### src/hes_pkg.sv
/*
 * hes_pkg: constants, register indices, field layouts and carrier types for
 * the high-dynamic-range exposure sequencer.
 * Assumes pclk is the sensor master clock, so one unit is 129 pclk periods.
 */
`default_nettype none
package hes_pkg;
   // -------------------------------------------------------------------
   // register indices (byte address = index * 4)
   // -------------------------------------------------------------------
   localparam int         ADDR_W       = 12;
   localparam int         IDX_LSB      = 2;
   localparam int         IDX_W        = 8;
   localparam logic [7:0] IDX_EXP_CTRL = 8'h29;
   localparam logic [7:0] IDX_BASE     = 8'h2a;
   localparam logic [7:0] IDX_STEP     = 8'h2d;
   localparam logic [7:0] IDX_KNEE1    = 8'h30;
   localparam logic [7:0] IDX_KNEE2    = 8'h33;
   localparam logic [7:0] IDX_SLOPES   = 8'h36;
   localparam logic [7:0] IDX_SEQ      = 8'h37;
   localparam logic [7:0] IDX_HDR      = 8'h3c;
   localparam logic [7:0] IDX_CMD      = 8'h3d;
   localparam logic [7:0] IDX_STAT     = 8'h3e;
   localparam logic [7:0] IDX_FOT      = 8'h49;
   localparam logic [7:0] IDX_LVL2     = 8'h59;
   localparam logic [7:0] IDX_LVL3     = 8'h5a;
   // -------------------------------------------------------------------
   // reset values and field positions
   // -------------------------------------------------------------------
   localparam logic [23:0] BASE_RST   = 24'h000440;
   localparam logic [23:0] STEP_RST   = 24'h000000;
   localparam logic [23:0] KNEE_RST   = 24'h000001;
   localparam logic [1:0]  SLOPES_RST = 2'h1;
   localparam logic [7:0]  SEQ_RST    = 8'h01;
   localparam logic [6:0]  LVL_RST    = 7'h60;
   localparam logic [7:0]  FOT_RST    = 8'h0a;
   localparam int          EXT_BIT    = 0;
   localparam int          DUAL_BIT   = 1;
   localparam int          PWL_BIT    = 0;
   localparam int          MF_BIT     = 1;
   localparam int          START_BIT  = 0;
   localparam int          LVL_EN_BIT = 6;
   // -------------------------------------------------------------------
   // timing: one unit is 129 clocks, overhead is 0.43 units per fot step
   // -------------------------------------------------------------------
   localparam int          CW        = 40;
   localparam logic [31:0] UNIT_CLKS = 32'h00000081;
   localparam logic [31:0] OVH_NUM   = 32'h000015ab;
   localparam logic [31:0] OVH_DEN   = 32'h00000064;

   typedef struct packed {
      logic [23:0] base;
      logic [23:0] step;
      logic [23:0] knee1;
      logic [23:0] knee2;
      logic [1:0]  slopes;
      logic [7:0]  seq;
      logic [6:0]  lvl2;
      logic [6:0]  lvl3;
      logic [7:0]  fot;
   } hes_cfg_t;

   typedef struct packed {
      logic       apply;
      logic [5:0] code;
   } hes_clamp_t;

   typedef enum logic [2:0] {
      S_IDLE   = 3'b001,
      S_EXPOSE = 3'b010,
      S_TAIL   = 3'b100
   } hes_state_t;

   // overhead in clocks, rounded to nearest: fot * 55.47
   function automatic logic [CW-1:0] ovh_cycles(input logic [7:0] fot);
      logic [31:0] t;
      t = ({24'h0, fot} * OVH_NUM + (OVH_DEN >> 1)) / OVH_DEN;
      return {8'h0, t};
   endfunction

   function automatic logic [CW-1:0] unit_cycles(input logic [31:0] u);
      logic [63:0] t;
      t = {32'h0, u} * {32'h0, UNIT_CLKS};
      return t[CW-1:0];
   endfunction
endpackage
`default_nettype wire

### src/hes_exposure_sequencer.sv
/*
 * hes_exposure_sequencer: exposure timing, piecewise-linear clamp phases and
 * multi-frame sequencing behind an APB register file.
 * Assumes pclk is the master clock; trigger pins are asynchronous.
 */
`timescale 1ns/1ps
`default_nettype none
module hes_exposure_sequencer (
   input  wire logic                       pclk,
   input  wire logic                       presetn,
   input  wire logic [hes_pkg::ADDR_W-1:0] paddr,
   input  wire logic                       psel,
   input  wire logic                       penable,
   input  wire logic                       pwrite,
   input  wire logic [31:0]                pwdata,
   output logic      [31:0]                prdata,
   output logic                            pready,
   output logic                            pslverr,
   input  wire logic                       frame_request,
   input  wire logic                       exposure_trigger_a,
   input  wire logic                       exposure_trigger_b,
   output logic                            exposing,
   output hes_pkg::hes_clamp_t             clamp,
   output logic                            frame_done,
   output logic      [7:0]                 frame_index,
   output logic                            interleave_en
);
   import hes_pkg::*;

   // ---------------------------------------------------------------------
   // register file
   // ---------------------------------------------------------------------
   hes_cfg_t         cfg_q;
   logic [1:0]       ctrl_q;
   logic [1:0]       hdr_q;
   logic [31:0]      prdata_q;
   logic             pready_q;
   logic             pslverr_q;
   logic [IDX_W-1:0] idx;
   logic             mapped;
   logic             wr;
   logic             start_cmd;

   function automatic logic decode(input logic [ADDR_W-1:0] a);
      logic [IDX_W-1:0] i;
      i = a[IDX_LSB +: IDX_W];
      return (a[1:0] == 2'h0) && (a[ADDR_W-1:IDX_LSB+IDX_W] == '0) &&
             (i == IDX_EXP_CTRL || i == IDX_BASE || i == IDX_STEP ||
              i == IDX_KNEE1 || i == IDX_KNEE2 || i == IDX_SLOPES ||
              i == IDX_SEQ || i == IDX_HDR || i == IDX_CMD ||
              i == IDX_STAT || i == IDX_FOT || i == IDX_LVL2 ||
              i == IDX_LVL3);
   endfunction

   assign idx       = paddr[IDX_LSB +: IDX_W];
   assign mapped    = decode(paddr);
   assign wr        = psel & penable & pwrite & pready_q & mapped;
   assign start_cmd = wr & (idx == IDX_CMD) & pwdata[START_BIT];

   // zero-wait slave: the answer is prepared in the setup cycle
   always_ff @(posedge pclk or negedge presetn) begin
      if (!presetn) begin
         pready_q  <= 1'b0;
         pslverr_q <= 1'b0;
      end else begin
         pready_q  <= psel & ~penable;
         pslverr_q <= psel & ~penable & ~mapped;
      end
   end

   always_ff @(posedge pclk or negedge presetn) begin
      if (!presetn) begin
         cfg_q.base   <= BASE_RST;
         cfg_q.step   <= STEP_RST;
         cfg_q.knee1  <= KNEE_RST;
         cfg_q.knee2  <= KNEE_RST;
         cfg_q.slopes <= SLOPES_RST;
         cfg_q.seq    <= SEQ_RST;
         cfg_q.lvl2   <= LVL_RST;
         cfg_q.lvl3   <= LVL_RST;
         cfg_q.fot    <= FOT_RST;
         ctrl_q       <= 2'h0;
         hdr_q        <= 2'h0;
      end else if (wr) begin
         unique case (idx)
            IDX_EXP_CTRL: ctrl_q       <= pwdata[1:0];
            IDX_BASE:     cfg_q.base   <= pwdata[23:0];
            IDX_STEP:     cfg_q.step   <= pwdata[23:0];
            IDX_KNEE1:    cfg_q.knee1  <= pwdata[23:0];
            IDX_KNEE2:    cfg_q.knee2  <= pwdata[23:0];
            IDX_SLOPES:   cfg_q.slopes <= pwdata[1:0];
            IDX_SEQ:      cfg_q.seq    <= pwdata[7:0];
            IDX_HDR:      hdr_q        <= pwdata[1:0];
            IDX_FOT:      cfg_q.fot    <= pwdata[7:0];
            IDX_LVL2:     cfg_q.lvl2   <= pwdata[6:0];
            IDX_LVL3:     cfg_q.lvl3   <= pwdata[6:0];
            default:      ;
         endcase
      end
   end

   // ---------------------------------------------------------------------
   // pin synchronisers and edge detection
   // ---------------------------------------------------------------------
   logic [2:0] sync1_q;
   logic [2:0] sync2_q;
   logic [2:0] sync3_q;
   logic       fr_rise;
   logic       ta_rise;
   logic       tb_rise;

   always_ff @(posedge pclk or negedge presetn) begin
      if (!presetn) begin
         sync1_q <= 3'h0;
         sync2_q <= 3'h0;
         sync3_q <= 3'h0;
      end else begin
         sync1_q <= {exposure_trigger_b, exposure_trigger_a, frame_request};
         sync2_q <= sync1_q;
         sync3_q <= sync2_q;
      end
   end

   assign fr_rise = sync2_q[0] & ~sync3_q[0];
   assign ta_rise = sync2_q[1] & ~sync3_q[1];
   assign tb_rise = sync2_q[2] & ~sync3_q[2];

   // ---------------------------------------------------------------------
   // exposure sequencer
   // ---------------------------------------------------------------------
   hes_state_t     state_q;
   hes_cfg_t       cur_q;
   logic           ext_q;
   logic           pwl_q;
   logic           mf_q;
   logic [31:0]    units_q;
   logic [CW-1:0]  elapsed_q;
   logic [CW-1:0]  total_q;
   logic [CW-1:0]  k1_q;
   logic [CW-1:0]  k2_q;
   logic [1:0]     ext_phase_q;
   logic [7:0]     index_q;
   logic           done_q;
   logic           exposing_q;
   logic           ext_start;
   logic           int_start;
   logic           last_clk;
   logic [31:0]    next_units;
   logic [CW-1:0]  ovh;

   assign ext_start  = ctrl_q[EXT_BIT] & ta_rise;
   assign int_start  = ~ctrl_q[EXT_BIT] & (start_cmd | fr_rise);
   assign last_clk   = (elapsed_q + 1'b1) >= total_q;
   assign next_units = units_q + {8'h0, cur_q.step};
   assign ovh        = ovh_cycles(cur_q.fot);

   always_ff @(posedge pclk or negedge presetn) begin
      if (!presetn) begin
         state_q     <= S_IDLE;
         cur_q       <= '0;
         ext_q       <= 1'b0;
         pwl_q       <= 1'b0;
         mf_q        <= 1'b0;
         units_q     <= 32'h0;
         elapsed_q   <= '0;
         total_q     <= '0;
         k1_q        <= '0;
         k2_q        <= '0;
         ext_phase_q <= 2'h0;
         index_q     <= 8'h0;
         done_q      <= 1'b0;
         exposing_q  <= 1'b0;
      end else begin
         done_q <= 1'b0;
         unique case (state_q)
            S_IDLE: begin
               if (int_start | ext_start) begin
                  // settings are frozen for the whole sequence
                  cur_q       <= cfg_q;
                  ext_q       <= ctrl_q[EXT_BIT];
                  pwl_q       <= hdr_q[PWL_BIT] & ~ctrl_q[DUAL_BIT];
                  mf_q        <= hdr_q[MF_BIT] & ~ctrl_q[EXT_BIT];
                  units_q     <= {8'h0, cfg_q.base};
                  elapsed_q   <= '0;
                  total_q     <= ovh_cycles(cfg_q.fot) +
                                 unit_cycles({8'h0, cfg_q.base});
                  k1_q        <= ovh_cycles(cfg_q.fot) +
                                 unit_cycles({8'h0, cfg_q.knee1});
                  k2_q        <= ovh_cycles(cfg_q.fot) +
                                 unit_cycles({8'h0, cfg_q.knee2});
                  ext_phase_q <= 2'h0;
                  index_q     <= 8'h01;
                  exposing_q  <= 1'b1;
                  state_q     <= S_EXPOSE;
               end
            end
            S_EXPOSE: begin
               elapsed_q <= elapsed_q + 1'b1;
               if (ext_q) begin
                  // trigger b advances the clamp phase, frame request ends
                  if (tb_rise && ext_phase_q != 2'h2)
                     ext_phase_q <= ext_phase_q + 2'h1;
                  if (fr_rise) begin
                     elapsed_q <= '0;
                     total_q   <= ovh;
                     state_q   <= S_TAIL;
                  end
               end else if (last_clk) begin
                  done_q <= 1'b1;
                  if (mf_q && index_q < cur_q.seq) begin
                     // next frame starts at once with the exposure grown by the step
                     index_q   <= index_q + 8'h01;
                     units_q   <= next_units;
                     elapsed_q <= '0;
                     total_q   <= ovh + unit_cycles(next_units);
                  end else begin
                     exposing_q <= 1'b0;
                     state_q    <= S_IDLE;
                  end
               end
            end
            S_TAIL: begin
               elapsed_q <= elapsed_q + 1'b1;
               if (last_clk) begin
                  done_q     <= 1'b1;
                  exposing_q <= 1'b0;
                  state_q    <= S_IDLE;
               end
            end
            default: state_q <= S_IDLE;
         endcase
      end
   end

   // ---------------------------------------------------------------------
   // clamp phases: knee one first, then knee two, then free integration
   // ---------------------------------------------------------------------
   logic [1:0] phase;
   logic [1:0] max_phase;
   hes_clamp_t clamp_d;
   hes_clamp_t clamp_q;

   always_comb begin
      phase = 2'h0;
      if (state_q == S_EXPOSE) begin
         if (ext_q)
            phase = (ext_phase_q == 2'h2) ? 2'h0 : ext_phase_q + 2'h1;
         else if (elapsed_q < k1_q)
            phase = 2'h1;
         else if (elapsed_q < k1_q + k2_q)
            phase = 2'h2;
      end
      // slope count 0 is illegal and acts as a single slope
      max_phase = (cur_q.slopes == 2'h0) ? 2'h0 : cur_q.slopes - 2'h1;
      clamp_d = '0;
      if (pwl_q && phase != 2'h0 && phase <= max_phase) begin
         if (phase == 2'h1 && cur_q.lvl2[LVL_EN_BIT])
            clamp_d = '{apply: 1'b1, code: cur_q.lvl2[5:0]};
         else if (phase == 2'h2 && cur_q.lvl3[LVL_EN_BIT])
            clamp_d = '{apply: 1'b1, code: cur_q.lvl3[5:0]};
      end
   end

   // the pixel array clamps only pixels above the level; others untouched
   always_ff @(posedge pclk or negedge presetn) begin
      if (!presetn)
         clamp_q <= '0;
      else
         clamp_q <= clamp_d;
   end

   // ---------------------------------------------------------------------
   // read path
   // ---------------------------------------------------------------------
   always_ff @(posedge pclk or negedge presetn) begin
      if (!presetn) begin
         prdata_q <= 32'h0;
      end else if (psel && !penable && !pwrite) begin
         unique case (idx)
            IDX_EXP_CTRL: prdata_q <= {30'h0, ctrl_q};
            IDX_BASE:     prdata_q <= {8'h0, cfg_q.base};
            IDX_STEP:     prdata_q <= {8'h0, cfg_q.step};
            IDX_KNEE1:    prdata_q <= {8'h0, cfg_q.knee1};
            IDX_KNEE2:    prdata_q <= {8'h0, cfg_q.knee2};
            IDX_SLOPES:   prdata_q <= {30'h0, cfg_q.slopes};
            IDX_SEQ:      prdata_q <= {24'h0, cfg_q.seq};
            IDX_HDR:      prdata_q <= {30'h0, hdr_q};
            IDX_STAT:     prdata_q <= {20'h0, index_q, 1'b0, state_q};
            IDX_FOT:      prdata_q <= {24'h0, cfg_q.fot};
            IDX_LVL2:     prdata_q <= {25'h0, cfg_q.lvl2};
            IDX_LVL3:     prdata_q <= {25'h0, cfg_q.lvl3};
            default:      prdata_q <= 32'h0;
         endcase
      end
   end

   assign prdata        = prdata_q;
   assign pready        = pready_q;
   assign pslverr       = pslverr_q;
   assign exposing      = exposing_q;
   assign clamp         = clamp_q;
   assign frame_done    = done_q;
   assign frame_index   = index_q;
   assign interleave_en = ctrl_q[DUAL_BIT];

   // ---------------------------------------------------------------------
   // assertions
   // ---------------------------------------------------------------------
   property p_slope_one;
      @(posedge pclk) disable iff (!presetn)
      (state_q == S_EXPOSE && cur_q.slopes <= 2'h1) |=> !clamp.apply;
   endproperty
   a_slope_one: assert property (p_slope_one)
      else $error("clamp applied with a single slope");

   property p_lvl2_off;
      @(posedge pclk) disable iff (!presetn)
      (phase == 2'h1 && !cur_q.lvl2[LVL_EN_BIT]) |=> !clamp.apply;
   endproperty
   a_lvl2_off: assert property (p_lvl2_off)
      else $error("disabled second level applied");

   property p_lvl3_code;
      @(posedge pclk) disable iff (!presetn)
      (pwl_q && phase == 2'h2 && cur_q.slopes == 2'h3 &&
       cur_q.lvl3[LVL_EN_BIT]) |=> clamp.apply &&
       clamp.code == $past(cur_q.lvl3[5:0]);
   endproperty
   a_lvl3_code: assert property (p_lvl3_code)
      else $error("third level not applied in phase two");

   property p_idle_free;
      @(posedge pclk) disable iff (!presetn)
      (state_q != S_EXPOSE) |=> !clamp.apply;
   endproperty
   a_idle_free: assert property (p_idle_free)
      else $error("clamp outside exposure");

   property p_frozen;
      @(posedge pclk) disable iff (!presetn)
      (state_q != S_IDLE) |=> (state_q == S_IDLE) || $stable(cur_q);
   endproperty
   a_frozen: assert property (p_frozen)
      else $error("snapshot changed during exposure");

   property p_step;
      @(posedge pclk) disable iff (!presetn)
      (done_q == 1'b0 && state_q == S_EXPOSE && !ext_q && last_clk &&
       mf_q && index_q < cur_q.seq) |=>
       units_q == $past(units_q) + {8'h0, cur_q.step} &&
       index_q == $past(index_q) + 8'h01;
   endproperty
   a_step: assert property (p_step)
      else $error("frame exposure did not grow by the step");

   property p_seq_end;
      @(posedge pclk) disable iff (!presetn)
      (state_q == S_EXPOSE && !ext_q && last_clk &&
       (!mf_q || index_q >= cur_q.seq)) |=>
       state_q == S_IDLE && frame_done && !exposing;
   endproperty
   a_seq_end: assert property (p_seq_end)
      else $error("sequence did not end after last frame");

   property p_int_len;
      @(posedge pclk) disable iff (!presetn)
      (state_q == S_IDLE && int_start && cfg_q.fot == 8'h0 &&
       cfg_q.base == 24'h1 && !hdr_q[MF_BIT]) |=>
       exposing [*8] ##[120:122] (frame_done && !exposing);
   endproperty
   a_int_len: assert property (p_int_len)
      else $error("unit exposure is not 129 clocks");

   property p_ext_end;
      @(posedge pclk) disable iff (!presetn)
      (state_q == S_EXPOSE && ext_q && fr_rise) |=>
       state_q == S_TAIL && exposing;
   endproperty
   a_ext_end: assert property (p_ext_end)
      else $error("frame request did not end external exposure");
endmodule // hes_exposure_sequencer
`default_nettype wire

### config.mk
export PLATFORM = sky130hd
export DESIGN_NAME = hes_exposure_sequencer
export DESIGN_NICKNAME = d
export VERILOG_FILES = /design/src/hes_pkg.sv /design/src/hes_exposure_sequencer.sv
export SDC_FILE = /design/constraint.sdc
export NUM_CORES = 2
export LEC_CHECK = 0
export BUFFER_PORTS_ARGS = -buffer_cell sky130_fd_sc_hd__buf_2
export CORE_UTILIZATION = 44
export DETAILED_ROUTE_END_ITERATION = 10
export PLACE_DENSITY = 0.65
export SETUP_SLACK_MARGIN = 0.15
export SLEW_MARGIN = 5
export SYNTH_ARGS = -nofsm -noshare
export SYNTH_HDL_FRONTEND = slang
export SYNTH_SLANG_ARGS = --single-unit
### constraint.sdc
create_clock -name pclk -period 24.9 [get_ports pclk]
set_input_delay 6.225 -clock pclk [delete_from_list [all_inputs] [get_ports pclk]]
set_output_delay 6.225 -clock pclk [all_outputs]
set_load 0.005 [all_outputs]
### Yosys cells after proc, flatten, opt, wreduce, memory -nomap -nowiden

Index checks and enable logic that the tools add are counted.

* bits in registers: 448
* input bits: 52

* add/subtract/negate cells: 12
* multiply operators: 6
* div/mod/pow operators: 2
* order comparisons: 5
* equality and inequality tests: 32
* multiplexer cells: 52
* bitwise operators: 24
* reductions and logical operators: 48

Operators by type and width (count)
* 40-bit two-way mux: 10
* 24-bit one-hot mux with 12 select lines: 1
* 32-bit two-way mux: 4
* 40-bit one-hot mux with 3 select lines: 1
* 32-bit by 32-bit adder with 33-bit output: 3
* 24-bit by 8-bit multiplier with 32-bit output (second input constant): 3
* 8-bit by 6-bit == test with 1-bit output (second input constant): 10
* 40-bit < comparator: 2
* 40-bit one-hot mux with 2 select lines: 1
* 32-bit by 7-bit divider with 32-bit output (second input constant): 2
* 32-bit one-hot mux with 2 select lines: 1
* 21-bit by 6-bit adder with 22-bit output (second input constant): 2
* 8-bit by 13-bit multiplier with 21-bit output (second input constant): 2
* 32-bit by 40-bit adder with 40-bit output: 1
* 40-bit by 1-bit adder with 40-bit output (second input constant): 1
* 40-bit adder: 1
* 40-bit greater-or-equal comparator: 1
* 32-bit by 8-bit multiplier with 40-bit output (second input constant): 1
* 32-bit by 24-bit adder with 32-bit output: 1
* 8-bit two-way mux: 4
* 2-bit AND reduction: 13
* 8-bit by 7-bit == test with 1-bit output (second input constant): 3
* 7-bit two-way mux: 3
* 2-bit two-way mux: 9
* other kinds (31): 101

### Logic depth before layout (Yosys ltp)

* word-level depth: 22
* depth in mapped cells: 100

### Worst setup path after synthesis

OpenSTA, ideal clock, no wires.

* kind: flip-flop to flip-flop
* from: register cur_q[5] in the netlist's numbering
* to: register total_q[37]
* library setup time: 0.137 ns
* data arrival time: 18.092 ns
* path slack: 6.671 ns
* cell stages (with the launch flop): 97
* buffers on the path: 7
* period minus slack after synthesis: 18.229 ns
* path through: dfrtp_1 ha_1 clkbuf_1 xor2_1 ha_1 a21oi_1 fa_1 fa_1 inv_1 ha_1 buf_6 a2111oi_0 or4_1 o21ai_2 a2111oi_4 o2111ai_1 a221oi_2 mux2i_1 [61 not listed] a21oi_1 o21bai_1 a21oi_1 o21bai_1 a21oi_1 o21bai_1 a21oi_1 o21bai_1 a21oi_1 o21bai_1 a21oi_1 o21bai_1 a21o_1 a21o_1 a21o_1 nand3_1 xnor2_1 o22ai_1

* cells in the longest elaborated chain, start to end: 8

RTL lines
* start, declared: line hes_exposure_sequencer.sv:132 `hes_cfg_t cur_q;`
* start signal, assigned: line hes_exposure_sequencer.sv:179 `cur_q <= cfg_q;`
* 8-bit by 13-bit multiplier with 21-bit output: line hes_pkg.sv:77 `t = ({24'h0, fot} * OVH_NUM + (OVH_DEN >> 1)) / OVH_DEN;`
* 21-bit by 6-bit adder with 22-bit output: line hes_pkg.sv:77
* 32-bit by 7-bit divider with 32-bit output: line hes_pkg.sv:77
* 32-bit by 40-bit adder with 40-bit output: line hes_exposure_sequencer.sv:215 `total_q <= ovh + unit_cycles(next_units);`
* 40-bit two-way mux: line hes_exposure_sequencer.sv:210 `if (mf_q && index_q < cur_q.seq) begin`
* 40-bit two-way mux: line hes_exposure_sequencer.sv:208 `end else if (last_clk) begin`
* 40-bit two-way mux: line hes_exposure_sequencer.sv:199 `if (ext_q) begin`
* 40-bit one-hot mux with 2 select lines: line hes_exposure_sequencer.sv:175 `unique case (state_q)`
* end signal, assigned: line hes_exposure_sequencer.sv:185 `total_q <= ovh_cycles(cfg_q.fot) +`
* end signal, assigned: line hes_exposure_sequencer.sv:205 `total_q <= ovh;`
* end signal, assigned: line hes_exposure_sequencer.sv:215
* end, declared: line hes_exposure_sequencer.sv:138 `logic [CW-1:0] total_q;`

Every way passes these cells. The select of a mux whose other input is x is not followed.
A chain may end at the register's enable or synchronous reset.

### Worst setup path after layout

* from: register cfg_q[7] in the netlist's numbering
* to: register k2_q[30]

* cells in the longest elaborated chain, start to end: 4

RTL lines
* start, declared: line hes_exposure_sequencer.sv:33 `hes_cfg_t cfg_q;`
* 8-bit by 13-bit multiplier with 21-bit output: line hes_pkg.sv:77
* 21-bit by 6-bit adder with 22-bit output: line hes_pkg.sv:77
* 32-bit by 7-bit divider with 32-bit output: line hes_pkg.sv:77
* 32-bit by 32-bit adder with 33-bit output: line hes_exposure_sequencer.sv:189 `k2_q <= ovh_cycles(cfg_q.fot) +`
* end signal, assigned: line hes_exposure_sequencer.sv:189
* end, declared: line hes_exposure_sequencer.sv:140 `logic [CW-1:0] k2_q;`

Every way passes these cells.

==> impl_metrics.csv <==
group,metric,value,unit
run_status,outcome,"finished, final reports clean",
logic_synthesis,synth_top_area_share,0.241,
finish,drive_above_1_share,0.0946,
die,start_util,0.447,
clock_tree,cts_setup_buffers,0,
place,gp_congestion,0.994,
timing,setup_violations,0,
timing,max_clock_freq,45.1,MHz
clock_tree,clk_path_buf_depth,3,
timing,drv_slew,0,
die,die_y,314,um
worst_setup_path,worstSetupPathType,"register to register",
route,num_vias,36100,
worst_setup_path,critical_path.max_fanout,13,
logic_synthesis,synth-main-ff-cell,"dfrtp_1",
logic_synthesis,synth_seq_cells,424,
die,dieWidth,314,um
finish,area_growth,8.07,%
worst_setup_path,crit_arrival,22640,ps
clock_tree,clockRootBuffer,"clkbuf_16",
die,core.rowCount,113,
die,ios,104,
finish,fin_nets,5665,
logic_synthesis,yosysSeqAreaShare,0.249,
worst_setup_path,cp-end-kind,"register",
route,wire_per_inst,19.4,um
timing,min_period_over_period,0.890,
global_route,grt_max_degree,94,
route,dr.pass1.iters,5,
route,routed_via_density,5.85,
logic_synthesis,netlist_instances,4859,
clock_tree,clk_latency,630,ps
clock_tree,cts_repair_resize_count,0,
timing,fin_crit,22150,ps
timing,hold_viol_final,0,
timing,slew_headroom,0.177,
global_route,antenna_found_initial,12,
worst_setup_path,cp_slowest_cell,"dfrtp_1",
logic_synthesis,synth_area_leaders,"dfrtp_1 (24%), ha_1 (19%), inv_1 (4.7%)",
global_route,grt_util_all_layers,0.242,
route,drc,0,
clock_tree,cts_hold_buf,0,
logic_synthesis,synth-edff-count,0,
logic_synthesis,ys_warn_count,0,
route,drt_iter0_markers,2550,
worst_setup_path,cpMostUsedCell,"a21oi_1",
global_route,grt_pass1_wl,191000,um
route,routed_wl,120000,um
logic_synthesis,synthesis.area,0.0427,mm^2
worst_setup_path,cp-start-kind,"register",
timing,worst_slew_pin_slew,1230,ps
place,hpwl,93800,um
timing,rsz0062_at_grt,"false",
timing,setup_tns,0,ps
logic_synthesis,yosysUniqueCellTypes,121,
clock_tree,cts.sinks,424,
worst_setup_path,critPathRequiredTime,25390,ps
global_route,grt_pass1_vias,34700,
hold_path,min_path_type,"register to register",
place,portBuffers,87,
finish,fin_util,0.483,
logic_synthesis,async_flop_share,1.00,
job,maxCapViolations,0,
clock_tree,clkTransAtPathRegs,60,ps
die,core_area,0.0956,mm^2
die,die_area,0.0984,mm^2
worst_setup_path,max_stage_delay,720,ps
logic_synthesis,synth.avg_cell_area,8.79,um^2
timing,finClkSkew,42.0,ps
route,drtAntennaViolNets,0,
clock_tree,cts_max_level,2,
clock_tree,cts_tree,"done",
clock_tree,cts_buffers,50,
global_route,overflow,0,
logic_synthesis,synth_top_area_cell,"dfrtp_1",
## registers in the layout, indices dropped and copies added, names as in the netlist, 2 cells and up
signal and cells:
cfg_q 128, clamp 7, ctrl_q 2, cur_q 56, elapsed_q 40, ext_phase_q 2
frame_index 8, hdr_q 2, k1_q 32, k2_q 32, prdata 24, state_q 3
sync1_q 3, sync2_q 3, sync3_q 3, total_q 40, units_q 32
## synthesized netlist by cell type (49+ instances only)
cell type / count
a21oi_1: 294
clkbuf_1: 141
ha_1: 642
nor2_1: 239
a211oi_1: 49
nand2b_1: 58
xor2_1: 90
a21o_1: 78
o21ai_0: 229
o21bai_1: 127
xnor2_1: 213
nand2_1: 455
mux2_2: 139
dfrtp_1: 411
a31oi_1: 53
fa_1: 97
nand3_1: 88
inv_1: 533
nor3_1: 69
## worst max-delay path: cells and delay by family, from the launching register on
family	cells	cell delay [ps]
AND/OR/NAND/NOR	9	2880
flip-flops	1	720
XOR/XNOR	4	1180
buffers and inverters	3	580
AO/OA/AOI/OAI	50	13270
adder cells (fa/ha/maj)	9	3330
## placed cells by master (no fill, tap or decap), drive strengths merged, types with 37 or more instances in the layout
master  instances
a211oi         55
a22o           41
dfrtp         411
nand3          89
inv           540
xor2           90
fa             97
xnor2         216
clkbuf         69
nor2b          48
a21oi         297
a31oi          57
nand2         455
nand4          38
nor3           73
nor2          243
and2           37
mux2          140
buf           125
nand2b         58
ha            642
o21ai         260
o21bai        128
a21o           78
and3           39
o211ai         41
## path summary, 6_finish.rpt
check	cells after the start	startpoint	to	slack (ps)
setup reg to reg	75	cfg_q[7]	k2_q[30]	2750
hold / removal	0	sync1_q[1]	sync2_q[1]	350
min in group asynchronous	1	presetn	sync1_q[2]	5640
setup / recovery	75	cfg_q[7]	k2_q[30]	2750
hold reg to reg	0	sync1_q[1]	sync2_q[1]	350
max in group asynchronous	3	presetn	k2_q[20]	16920
## layer usage
| metal | wire, um | up-vias | global-route usage |
|---|---|---|---|
| met3 | 6270 | 178 | 0.0270 |
| met5 | 103 | - | 0 |
| met1 | 55400 | 17600 | 0.337 |
| met4 | 3500 | 16 | 0.0695 |
| li1 | - | 17400 | - |
| met2 | 54600 | 928 | 0.396 |
## stage by stage
| stage | area, um^2 | std cells | hold slack (ps) | setup WS (ps) |
|---|---|---|---|---|
| 2_1_floorplan | 42800 | 4866 | 331 | 6670 |
| 3_3_place_gp | 44500 | 6087 | 338 | 3170 |
| 3_5_place_dp | 44500 | 6087 | 344 | 3130 |
| 4_1_cts | 46200 | 6180 | 350 | 3050 |
| 5_1_grt | 46200 | 6181 | 369 | 1020 |
| 6_report | 46200 | 6181 | 347 | 2750 |
## cell type report
cell class / instances / area, um^2
Clock buffer: 69 / 1410
Sequential cell: 424 / 10600
Timing Repair Buffer: 125 / 731
Inverter: 539 / 2020
Antenna cell: 1 / 2.50
Tap cell: 1265 / 1580
Clock inverter: 24 / 299
Fill cell: 9194 / 49400
Multi-Input combinational cell: 3734 / 29500
## kinds of logic after synthesis
| kind of cell | after synthesis | share of synthesized area |
|---|---|---|
| AOI/OAI and AO/OA | 1310 | 0.212 |
| xor gates and xnor gates | 306 | 0.0638 |
| adders and majority gates | 747 | 0.235 |
| buffers and inverters | 708 | 0.0638 |
| DFF | 424 | 0.249 |
| muxes | 174 | 0.0449 |
| other | 1 | 0.0000878 |
| and+or+nand+nor | 1189 | 0.132 |
Power is left out: the tool's default activity adds up to more than one toggle a clock period on the data nets, which glitch-free logic cannot reach.
